### src/tirs_pkg.sv
// Package with register map, field layout, reset values and carrier types of the control bank.
package tirs_pkg;

	// ------------------------------------------------------------
	// Register offsets
	// ------------------------------------------------------------
	localparam logic [7:0] OFF_TX_IRQ_MASK         = 8'h0B;
	localparam logic [7:0] OFF_TX_IRQ_TRIGGER_MODE = 8'h0C;
	localparam logic [7:0] OFF_RX_CONTROL_ONE      = 8'h0D;

	// ------------------------------------------------------------
	// Field positions
	// ------------------------------------------------------------
	localparam int BIT_BUFFER_XFER_IRQ_ENABLE = 0;
	localparam int BIT_SLIP_IRQ_ENABLE        = 1;
	localparam int LSB_BUFFER_XFER_IRQ_TRIG   = 0;
	localparam int LSB_SLIP_IRQ_TRIG          = 2;
	localparam int LSB_RECEIVER_INPUT_SELECT  = 0;
	localparam int BIT_PLL_REF_SELECT         = 3;
	localparam int BIT_RX_BUFFER_XFER_DISABLE = 4;

	// ------------------------------------------------------------
	// Reset values
	// ------------------------------------------------------------
	localparam logic [1:0] RST_IRQ_ENABLES    = 2'h0;
	localparam logic [1:0] RST_TRIGGER        = 2'h0;
	localparam logic [1:0] RST_INPUT_SELECT   = 2'h0;
	localparam logic       RST_PLL_REF_SELECT = 1'b0;
	localparam logic       RST_XFER_DISABLE   = 1'b0;

	// ------------------------------------------------------------
	// Types
	// ------------------------------------------------------------
	typedef enum logic [1:0]
	{
		TRIG_RISE     = 2'h0,
		TRIG_FALL     = 2'h1,
		TRIG_LEVEL    = 2'h2,
		TRIG_RESERVED = 2'h3
	} tirs_trig_t;

	typedef struct packed
	{
		logic       wr;
		logic       rd;
		logic [7:0] addr;
		logic [7:0] wdata;
	} tirs_host_req_t;

	typedef struct packed
	{
		logic       xfer_disable;
		logic       pll_ref_sel;
		logic [1:0] input_sel;
	} tirs_rx_ctrl_t;

endpackage

### src/tirs_irq_trig.sv
// Trigger detector and sticky flag for one transmitter interrupt source.
`timescale 1ns/100ps
module tirs_irq_trig
(
	input  wire logic             clk_sys,
	input  wire logic             rst_n,
	input  wire logic             event_in,
	input  tirs_pkg::tirs_trig_t  mode,
	input  wire logic             enable,
	input  wire logic             clear,
	output logic                  flag,
	output logic                  irq
);

	logic event_q;
	wire  fire;
	wire  next_flag;
	wire  next_irq;

	// ------------------------------------------------------------
	// Edge and level selection
	// ------------------------------------------------------------
	assign fire = (mode == tirs_pkg::TRIG_RISE)  ? (event_in & ~event_q) :
	              (mode == tirs_pkg::TRIG_FALL)  ? (~event_in & event_q) :
	              (mode == tirs_pkg::TRIG_LEVEL) ? event_in : 1'b0;

	// A new event in the clearing cycle keeps the flag set.
	assign next_flag = (fire & enable) | (flag & ~clear);
	assign next_irq  = (mode == tirs_pkg::TRIG_LEVEL) ? (event_in & enable) : next_flag;

	always_ff @(posedge clk_sys or negedge rst_n)
	begin
		if (!rst_n)
		begin
			event_q <= 1'b0;
			flag    <= 1'b0;
			irq     <= 1'b0;
		end
		else
		begin
			event_q <= event_in;
			flag    <= next_flag;
			irq     <= next_irq;
		end
	end

endmodule

### src/tirs_top.sv
// Transmitter interrupt mask and mode registers and receiver control register one.
`timescale 1ns/100ps
module tirs_top
(
	input  wire logic                      clk_sys,
	input  wire logic                      rst_n,
	input  tirs_pkg::tirs_host_req_t       host_req,
	output logic [7:0]                     host_rdata,
	output logic                           host_rvalid,
	input  wire logic [3:0]                line_input,
	input  wire logic                      receiver_ref_clock_in,
	input  wire logic                      alt_ref_clock_in,
	input  wire logic                      rx_buffer_xfer_req,
	input  wire logic                      slip_condition,
	input  wire logic                      tx_xfer_busy,
	input  wire logic                      tx_xfer_disable,
	input  wire logic                      source_slip_clear,
	input  wire logic                      buffer_xfer_done_clear,
	output logic                           rx_core_data,
	output logic                           pll_ref_clock_out,
	output logic                           ua_buffer_load,
	output logic                           source_slip_flag,
	output logic                           buffer_xfer_done_flag,
	output logic                           slip_irq,
	output logic                           buffer_xfer_irq
);

	// ------------------------------------------------------------
	// Reset release
	// ------------------------------------------------------------
	logic rst_meta_n;
	logic rst_sync_n;

	always_ff @(posedge clk_sys or negedge rst_n)
	begin
		if (!rst_n)
		begin
			rst_meta_n <= 1'b0;
			rst_sync_n <= 1'b0;
		end
		else
		begin
			rst_meta_n <= 1'b1;
			rst_sync_n <= rst_meta_n;
		end
	end

	// ------------------------------------------------------------
	// Registers and host decode
	// ------------------------------------------------------------
	logic                 slip_irq_enable;
	logic                 buffer_xfer_irq_enable;
	tirs_pkg::tirs_trig_t slip_irq_trigger;
	tirs_pkg::tirs_trig_t buffer_xfer_irq_trigger;
	tirs_pkg::tirs_rx_ctrl_t rx_ctrl;

	// Returns true for a trigger code that may be stored.
	function automatic logic legal_trig(input logic [1:0] code);
		legal_trig = (code != tirs_pkg::TRIG_RESERVED);
	endfunction

	wire       sel_mask = host_req.addr == tirs_pkg::OFF_TX_IRQ_MASK;
	wire       sel_mode = host_req.addr == tirs_pkg::OFF_TX_IRQ_TRIGGER_MODE;
	wire       sel_rx   = host_req.addr == tirs_pkg::OFF_RX_CONTROL_ONE;
	wire [1:0] wr_bx    = host_req.wdata[tirs_pkg::LSB_BUFFER_XFER_IRQ_TRIG +: 2];
	wire [1:0] wr_sl    = host_req.wdata[tirs_pkg::LSB_SLIP_IRQ_TRIG +: 2];

	wire [7:0] rd_mask = {6'h00, slip_irq_enable, buffer_xfer_irq_enable};
	wire [7:0] rd_mode = {4'h0, slip_irq_trigger, buffer_xfer_irq_trigger};
	wire [7:0] rd_rx   = {3'h0, rx_ctrl.xfer_disable, rx_ctrl.pll_ref_sel, 1'b0,
	                      rx_ctrl.input_sel};
	wire [7:0] rd_mux  = sel_mask ? rd_mask : sel_mode ? rd_mode : sel_rx ? rd_rx : 8'h00;

	always_ff @(posedge clk_sys or negedge rst_sync_n)
	begin
		if (!rst_sync_n)
		begin
			slip_irq_enable         <= tirs_pkg::RST_IRQ_ENABLES[tirs_pkg::BIT_SLIP_IRQ_ENABLE];
			buffer_xfer_irq_enable  <= tirs_pkg::RST_IRQ_ENABLES[tirs_pkg::BIT_BUFFER_XFER_IRQ_ENABLE];
			slip_irq_trigger        <= tirs_pkg::tirs_trig_t'(tirs_pkg::RST_TRIGGER);
			buffer_xfer_irq_trigger <= tirs_pkg::tirs_trig_t'(tirs_pkg::RST_TRIGGER);
			rx_ctrl.input_sel       <= tirs_pkg::RST_INPUT_SELECT;
			rx_ctrl.pll_ref_sel     <= tirs_pkg::RST_PLL_REF_SELECT;
			rx_ctrl.xfer_disable    <= tirs_pkg::RST_XFER_DISABLE;
			host_rdata              <= 8'h00;
			host_rvalid             <= 1'b0;
		end
		else
		begin
			if (host_req.wr && sel_mask)
			begin
				slip_irq_enable        <= host_req.wdata[tirs_pkg::BIT_SLIP_IRQ_ENABLE];
				buffer_xfer_irq_enable <= host_req.wdata[tirs_pkg::BIT_BUFFER_XFER_IRQ_ENABLE];
			end
			// A reserved trigger code leaves that field unchanged.
			if (host_req.wr && sel_mode && legal_trig(wr_bx))
				buffer_xfer_irq_trigger <= tirs_pkg::tirs_trig_t'(wr_bx);
			if (host_req.wr && sel_mode && legal_trig(wr_sl))
				slip_irq_trigger <= tirs_pkg::tirs_trig_t'(wr_sl);
			if (host_req.wr && sel_rx)
			begin
				rx_ctrl.input_sel    <= host_req.wdata[tirs_pkg::LSB_RECEIVER_INPUT_SELECT +: 2];
				rx_ctrl.pll_ref_sel  <= host_req.wdata[tirs_pkg::BIT_PLL_REF_SELECT];
				rx_ctrl.xfer_disable <= host_req.wdata[tirs_pkg::BIT_RX_BUFFER_XFER_DISABLE];
			end
			host_rvalid <= host_req.rd;
			host_rdata  <= host_req.rd ? rd_mux : host_rdata;
		end
	end

	// ------------------------------------------------------------
	// Receiver routing and buffer transfer gate
	// ------------------------------------------------------------
	wire line_selected = line_input[rx_ctrl.input_sel];
	wire ref_selected  = rx_ctrl.pll_ref_sel ? alt_ref_clock_in : receiver_ref_clock_in;
	wire next_ua_load  = rx_buffer_xfer_req & ~rx_ctrl.xfer_disable;

	always_ff @(posedge clk_sys or negedge rst_sync_n)
	begin
		if (!rst_sync_n)
		begin
			rx_core_data      <= 1'b0;
			pll_ref_clock_out <= 1'b0;
			ua_buffer_load    <= 1'b0;
		end
		else
		begin
			rx_core_data      <= line_selected;
			pll_ref_clock_out <= ref_selected;
			ua_buffer_load    <= next_ua_load;
		end
	end

	// ------------------------------------------------------------
	// Interrupt sources
	// ------------------------------------------------------------
	wire xfer_irq_allowed = buffer_xfer_irq_enable & ~tx_xfer_disable;

	tirs_irq_trig u_slip
	(
		.clk_sys  (clk_sys),
		.rst_n    (rst_sync_n),
		.event_in (slip_condition),
		.mode     (slip_irq_trigger),
		.enable   (slip_irq_enable),
		.clear    (source_slip_clear),
		.flag     (source_slip_flag),
		.irq      (slip_irq)
	);

	tirs_irq_trig u_xfer
	(
		.clk_sys  (clk_sys),
		.rst_n    (rst_sync_n),
		.event_in (tx_xfer_busy),
		.mode     (buffer_xfer_irq_trigger),
		.enable   (xfer_irq_allowed),
		.clear    (buffer_xfer_done_clear),
		.flag     (buffer_xfer_done_flag),
		.irq      (buffer_xfer_irq)
	);

	// ------------------------------------------------------------
	// Assertions
	// ------------------------------------------------------------
	property p_slip_masked;
		@(posedge clk_sys) disable iff (!rst_sync_n)
		!slip_irq_enable && !source_slip_flag |=> !source_slip_flag;
	endproperty
	a_slip_masked: assert property (p_slip_masked)
		else $error("Slip flag set while slip interrupt masked.");

	property p_bx_trig_legal;
		@(posedge clk_sys) disable iff (!rst_sync_n)
		host_req.wr && sel_mode && wr_bx == 2'h3 |=> $stable(buffer_xfer_irq_trigger);
	endproperty
	a_bx_trig_legal: assert property (p_bx_trig_legal)
		else $error("Reserved buffer transfer trigger code was stored.");

	property p_slip_trig_legal;
		@(posedge clk_sys) disable iff (!rst_sync_n)
		slip_irq_trigger != tirs_pkg::TRIG_RESERVED;
	endproperty
	a_slip_trig_legal: assert property (p_slip_trig_legal)
		else $error("Slip trigger holds the reserved code.");

	property p_mode_read;
		@(posedge clk_sys) disable iff (!rst_sync_n)
		host_req.rd && sel_mode |=> host_rvalid && host_rdata[7:4] == 4'h0
			&& host_rdata[3:0] == {$past(slip_irq_trigger), $past(buffer_xfer_irq_trigger)};
	endproperty
	a_mode_read: assert property (p_mode_read)
		else $error("Mode register read returned wrong layout.");

	property p_line_route;
		@(posedge clk_sys) disable iff (!rst_sync_n)
		1'b1 |=> rx_core_data == $past(line_input[rx_ctrl.input_sel]);
	endproperty
	a_line_route: assert property (p_line_route)
		else $error("Receiver core does not see the selected line input.");

	property p_ref_route;
		@(posedge clk_sys) disable iff (!rst_sync_n)
		!rx_ctrl.pll_ref_sel |=> pll_ref_clock_out == $past(receiver_ref_clock_in);
	endproperty
	a_ref_route: assert property (p_ref_route)
		else $error("Recovery loop reference is not the reference clock input.");

	property p_rx_read;
		@(posedge clk_sys) disable iff (!rst_sync_n)
		host_req.rd && sel_rx |=> host_rdata[7:5] == 3'h0 && !host_rdata[2]
			&& host_rdata[4] == $past(rx_ctrl.xfer_disable);
	endproperty
	a_rx_read: assert property (p_rx_read)
		else $error("Receiver control read returned wrong layout.");

	property p_ua_hold;
		@(posedge clk_sys) disable iff (!rst_sync_n)
		rx_buffer_xfer_req |=> ua_buffer_load == !$past(rx_ctrl.xfer_disable);
	endproperty
	a_ua_hold: assert property (p_ua_hold)
		else $error("User buffer load ignores the transfer disable bit.");

	property p_slip_set;
		@(posedge clk_sys) disable iff (!rst_sync_n)
		slip_irq_enable && slip_irq_trigger == tirs_pkg::TRIG_RISE
			&& $rose(slip_condition) |=> source_slip_flag;
	endproperty
	a_slip_set: assert property (p_slip_set)
		else $error("Slip flag missed a rising slip condition.");

	property p_xfer_gate;
		@(posedge clk_sys) disable iff (!rst_sync_n)
		$rose(buffer_xfer_done_flag) |-> $past(buffer_xfer_irq_enable) && !$past(tx_xfer_disable);
	endproperty
	a_xfer_gate: assert property (p_xfer_gate)
		else $error("Transfer done flag set while transfers or interrupt disabled.");

	property p_level_irq;
		@(posedge clk_sys) disable iff (!rst_sync_n)
		slip_irq_trigger == tirs_pkg::TRIG_LEVEL ##1 slip_irq_trigger == tirs_pkg::TRIG_LEVEL
			|-> slip_irq == ($past(slip_condition) && $past(slip_irq_enable));
	endproperty
	a_level_irq: assert property (p_level_irq)
		else $error("Level mode slip interrupt does not follow the condition.");

	c_level_mode: cover property (@(posedge clk_sys) disable iff (!rst_sync_n)
		slip_irq_trigger == tirs_pkg::TRIG_LEVEL && slip_irq);
	c_fall_xfer: cover property (@(posedge clk_sys) disable iff (!rst_sync_n)
		buffer_xfer_irq_trigger == tirs_pkg::TRIG_FALL && $rose(buffer_xfer_done_flag));
	c_ua_held: cover property (@(posedge clk_sys) disable iff (!rst_sync_n)
		rx_buffer_xfer_req && rx_ctrl.xfer_disable);
	c_line4: cover property (@(posedge clk_sys) disable iff (!rst_sync_n)
		rx_ctrl.input_sel == 2'h3);

endmodule
### config.mk
export PLATFORM = sky130hd
export DESIGN_NAME = tirs_top
export DESIGN_NICKNAME = d
export VERILOG_FILES = /design/src/tirs_pkg.sv /design/src/tirs_irq_trig.sv /design/src/tirs_top.sv
export SDC_FILE = /design/constraint.sdc
export NUM_CORES = 1
export LEC_CHECK = 0
export BUFFER_PORTS_ARGS = -buffer_cell sky130_fd_sc_hd__buf_2
export CAP_MARGIN = 0
export CORE_ASPECT_RATIO = 0.5
export CORE_MARGIN = 3
export CORE_UTILIZATION = 43
export CTS_BUF_LIST = sky130_fd_sc_hd__clkbuf_16
export DETAILED_ROUTE_END_ITERATION = 7
export HOLD_SLACK_MARGIN = 0.1
export PLACE_DENSITY = 0.74
export SYNTH_ARGS = -nofsm -noshare
export SYNTH_HDL_FRONTEND = slang
export SYNTH_SLANG_ARGS = --single-unit
### constraint.sdc
create_clock -name clk_sys -period 0.8 [get_ports clk_sys]
set_input_delay 0.12 -clock clk_sys [delete_from_list [all_inputs] [get_ports clk_sys]]
set_output_delay 0.12 -clock clk_sys [all_outputs]
set_load 0.01 [all_outputs]
==> results.md <==
* Outcome: finished with violations
* Violated checks: setup timing
* Count of standard-cell rows at 13
* Overall Power at just over 3 mW
* Number of storage elements in the synthesis netlist at 27
* Worst vdd rail ir drop at 1425 µV
* Depth of the most critical reg-to-reg path at 3
* Post-layout util at 0.7734
* Leftover overflow at the end of global routing at 0
* Internal power component at about 2.4 mW
* Boundary pin count at 48
* Type of the worst setup path: in2reg
* Power share of the clock group at 0.358
* Pwr Density at 1483 nW/µm²
* Std-Cell Core Area at 2684 µm²
* Worst setup slack after layout at -0.4736 ns
* Maximum clock skew at final layout at 0.003582 ns
* RSZ-0062 raised after global routing: true
* Aggregate global-route resource usage at 0.2155
* Number of buffers inserted by port buffering at 41
* Reg-to-reg endpoint: u_slip.flag$_DFF_PN0_
* CP required at 0.94 ns
* Worst hold slack at between 0.09 and 0.1 ns
* Vertical die dimension at 44.09 µm
* Netlist Area Pre-Place at 1247 µm²
* Vias/cell at 5.225
* WL per Instance at 16.75 µm
* Fmax achieved at 0.7852 GHz
* Number of antenna violations at the first check in global routing at 0
* Clock transition at path regs at approximately 0.06 ns
* Post-route minimum period at 1.274 ns
* Synthesis-to-layout area growth at 66.40%
* Number of hold violations in the final report at 0
* Register share of total power at 0.473
* Gate count of the mapped netlist at around 100
* Worst reg2reg setup slack at -0.29 ns
* Starting density of the core at 0.4648
* Final weighted congestion in routability-driven placement at 0.8274
* Detailed-route via count at 1160
* Post-cts hold buffer count at 4
* Fraction of layout cells with a size suffix above 1 at 0.6054
* Total number of H-tree levels at 1
* Total number of yosys warnings at 0
* Post-Layout Cell Count at 222
* Count of final max-slew check failures at 0
* Worst setup EP type: flop
* Leakage at about 1.0 nW
* Total Die Area at about 3600 µm²
* Launch point of the worst reg-to-reg path: slip_irq_trigger[0]$_DFFE_PN0P_
* Sum of net half-perimeters after detailed placement at 2.559 mm
* Total cell area at the placement stage at 1767 µm²
* Post-synthesis average cell area at 12.35 µm²
* TritonCTS clock tree: yes
* DRC violation count after routing at 0
* Net count, final at between 200 and 250
* Cell variety after synth at 29
* Logic gate share of total power at 0.169
* Die X at 82.17 µm
* Switching fraction of total power at 0.2274
* Number of setup violations in the final report at 34
* Highest fanout seen on the critical path at 4
* Worst Setup Start Kind: primary input
* Insertion delay to the later sink of the worst-skew pair at roughly 0.26 ns
* Detailed-router iteration count before antenna repair at 4
* Crit share post-route at 1.592
* Hold Path Origin: alt_ref_clock_in
* Worst hold-check path type: in2reg
* Cell count after placement at 203
* Fillers at roughly 160
* Clock sink total at 27
* Sequential share of the synthesized area at 0.5416
* Sw power at 0.6999 mW
* Final std cell area, no fill at a little over 2000 µm²
* Clock Path Buffers at 2
* Count of antenna-violating nets left after detailed routing at 0
* Maximum number of pins on one net before global-route repair at 16
* Max-cap check violation count at 0
* Clock Root Buffer: sky130_fd_sc_hd__clkbuf_16
* Global-route wire length before repair at 5.609 mm
* Sink of the worst hold path: pll_ref_clock_out$_DFF_PN0_
* Number of DRC violations after detailed-routing iteration 0 at 48
* Worst EP arrival at 1.42 ns
* Number of buffers inserted during clock tree synthesis at 3
* Inserted Diodes at 0
* Via count of the first global-routing pass at 1162
* Hold path cells at 2
* Total Wirelength at 3.719 mm
## cell families after synthesis
logic type | Yosys count | synth area share
AOI/OAI and AO/OA | 21 | 0.1214
muxes | 13 | 0.1234
DFF | 27 | 0.5416
and+or+nand+nor | 33 | 0.1836
other | 2 | 0.006020
buffers and inverters | 5 | 0.02407
## state kept, by name, summed over array words and instances, names as in the netlist
name	count
rd_rx	4
buffer_xfer_irq_trigger	2
u_slip.flag	1
u_xfer.event_q	1
u_xfer.irq	1
u_slip.irq	1
ua_buffer_load	1
slip_irq_enable	1
u_slip.event_q	1
rx_core_data	1
host_rvalid	1
rst_meta_n	1
slip_irq_trigger	2
host_rdata	5
buffer_xfer_irq_enable	1
u_xfer.flag	1
rst_sync_n	1
pll_ref_clock_out	1
## final cells by class
class,count,area [µm²],share of cell area
Sequential cell,27,678.2,0.3267
Clock buffer,3,75.07,0.03617
Inverter,1,3.754,0.001808
Clock inverter,1,3.754,0.001808
Tap cell,37,46.29,0.02230
Multi-Input combinational cell,71,696.9,0.3357
Timing Repair Buffer,82,571.8,0.2755
## synthesized netlist by cell type
| cell type | n | area [µm²] |
|---|---|---|
| sky130_fd_sc_hd__dfrtp_1 | 27 | 675.7 |
| sky130_fd_sc_hd__mux2_2 | 9 | 101.4 |
| sky130_fd_sc_hd__nor2b_1 | 8 | 50.05 |
| sky130_fd_sc_hd__a31oi_1 | 6 | 37.54 |
| sky130_fd_sc_hd__nor3b_1 | 6 | 45.04 |
| sky130_fd_sc_hd__a21oi_1 | 4 | 20.02 |
| sky130_fd_sc_hd__a22o_1 | 3 | 26.28 |
| sky130_fd_sc_hd__buf_4 | 3 | 22.52 |
| sky130_fd_sc_hd__mux2i_1 | 3 | 30.03 |
| sky130_fd_sc_hd__nand2_1 | 3 | 11.26 |
| sky130_fd_sc_hd__nand2b_1 | 3 | 18.77 |
| sky130_fd_sc_hd__nand3_1 | 3 | 15.01 |
| sky130_fd_sc_hd__a21o_1 | 2 | 15.01 |
| sky130_fd_sc_hd__a2bb2oi_1 | 2 | 17.52 |
| sky130_fd_sc_hd__conb_1 | 2 | 7.510 |
| sky130_fd_sc_hd__nor2_1 | 2 | 7.510 |
| sky130_fd_sc_hd__o221ai_1 | 2 | 17.52 |
| sky130_fd_sc_hd__o2bb2ai_1 | 2 | 17.52 |
| sky130_fd_sc_hd__and2_1 | 1 | 6.260 |
| sky130_fd_sc_hd__and3_1 | 1 | 6.260 |
| sky130_fd_sc_hd__and3b_1 | 1 | 8.760 |
| sky130_fd_sc_hd__clkbuf_1 | 1 | 3.750 |
| sky130_fd_sc_hd__inv_1 | 1 | 3.750 |
| sky130_fd_sc_hd__mux4_2 | 1 | 22.52 |
| sky130_fd_sc_hd__nand4_1 | 1 | 6.260 |
| sky130_fd_sc_hd__nor3_2 | 1 | 10.01 |
| sky130_fd_sc_hd__nor4_4 | 1 | 21.27 |
| sky130_fd_sc_hd__nor4b_1 | 1 | 8.760 |
| sky130_fd_sc_hd__or4b_4 | 1 | 13.76 |
## routing by layer
metal / vias to the layer above / routed length (µm) / GRT usage
met5: - / 0 / 0
li1: 545 / - / -
met2: 46 / 1861 / 0.3660
met4: 0 / 51 / 0.08609
met3: 4 / 208 / 0.05488
met1: 565 / 1599 / 0.2679
## layout by cell type (no fill, tap or decap), types with 2 or more instances in the layout
cell type	n
sky130_fd_sc_hd__nor2b_4	5
sky130_fd_sc_hd__conb_1	4
sky130_fd_sc_hd__mux2i_1	3
sky130_fd_sc_hd__nand2b_4	2
sky130_fd_sc_hd__a21oi_1	2
sky130_fd_sc_hd__dfrtp_1	25
sky130_fd_sc_hd__nor2_1	2
sky130_fd_sc_hd__a31oi_1	5
sky130_fd_sc_hd__clkbuf_16	3
sky130_fd_sc_hd__a21o_1	2
sky130_fd_sc_hd__o2bb2ai_1	2
sky130_fd_sc_hd__buf_2	38
sky130_fd_sc_hd__buf_6	11
sky130_fd_sc_hd__nor2b_1	3
sky130_fd_sc_hd__dlygate4sd3_1	4
sky130_fd_sc_hd__nand2_1	3
sky130_fd_sc_hd__buf_4	29
sky130_fd_sc_hd__dfrtp_2	2
sky130_fd_sc_hd__mux2_4	8
sky130_fd_sc_hd__a2bb2oi_1	2
sky130_fd_sc_hd__inv_1	2
sky130_fd_sc_hd__a22o_1	3
sky130_fd_sc_hd__nor3b_1	4
sky130_fd_sc_hd__a21oi_2	2
sky130_fd_sc_hd__nand3_1	2
## power by group through the flow
stage / registers [mW] / clock network [mW] / logic, mW
floorplan: 1.50 / 0 / 0.178
global placement: 1.47 / 0 / 0.415
detailed placement: 1.48 / 0 / 0.428
CTS: 1.45 / 1.11 / 0.477
global route: 1.46 / 1.19 / 0.558
finish: 1.46 / 1.10 / 0.521
## how the worst max path moves through the flow
stage	startpoint	end	slack (ns)	cells after the start
floorplan	host_req[15]	rd_rx[0]$_DFFE_PN0P_	-0.58	3
global placement	host_req[15]	rd_rx[4]$_DFFE_PN0P_	-0.74	4
detailed placement	host_req[14]	rd_rx[1]$_DFFE_PN0P_	-0.82	4
CTS	host_req[15]	rd_rx[1]$_DFFE_PN0P_	-0.45	5
global route	host_req[15]	rd_rx[3]$_DFFE_PN0P_	-0.51	5
finish	host_req[15]	rd_rx[1]$_DFFE_PN0P_	-0.47	5
## through the flow
step           setup slack, ns  setup TNS (ns)
2_1_floorplan          -0.5777          -5.250
3_3_place_gp           -0.7402          -8.313
3_5_place_dp           -0.8190          -8.957
4_1_cts                -0.4538          -7.053
5_1_grt                -0.5060          -7.939
6_report               -0.4736          -6.801
## worst max-delay path, stage by stage
cell                     delay (ns)
sky130_fd_sc_hd__buf_6         0.09
sky130_fd_sc_hd__or4b_4        0.57
sky130_fd_sc_hd__nor4_4        0.14
sky130_fd_sc_hd__buf_4         0.19
sky130_fd_sc_hd__mux2_4        0.30
## what timing repair did
action / in CTS / in global routing
endpoints found under the setup margin: 34 / 34
buffers inserted: 7 / 7
pin swaps: 4 / 8
hold endpoints to repair: 6 / 1
resized for setup: 14 / 15
Power figures use the tool's default switching activity.
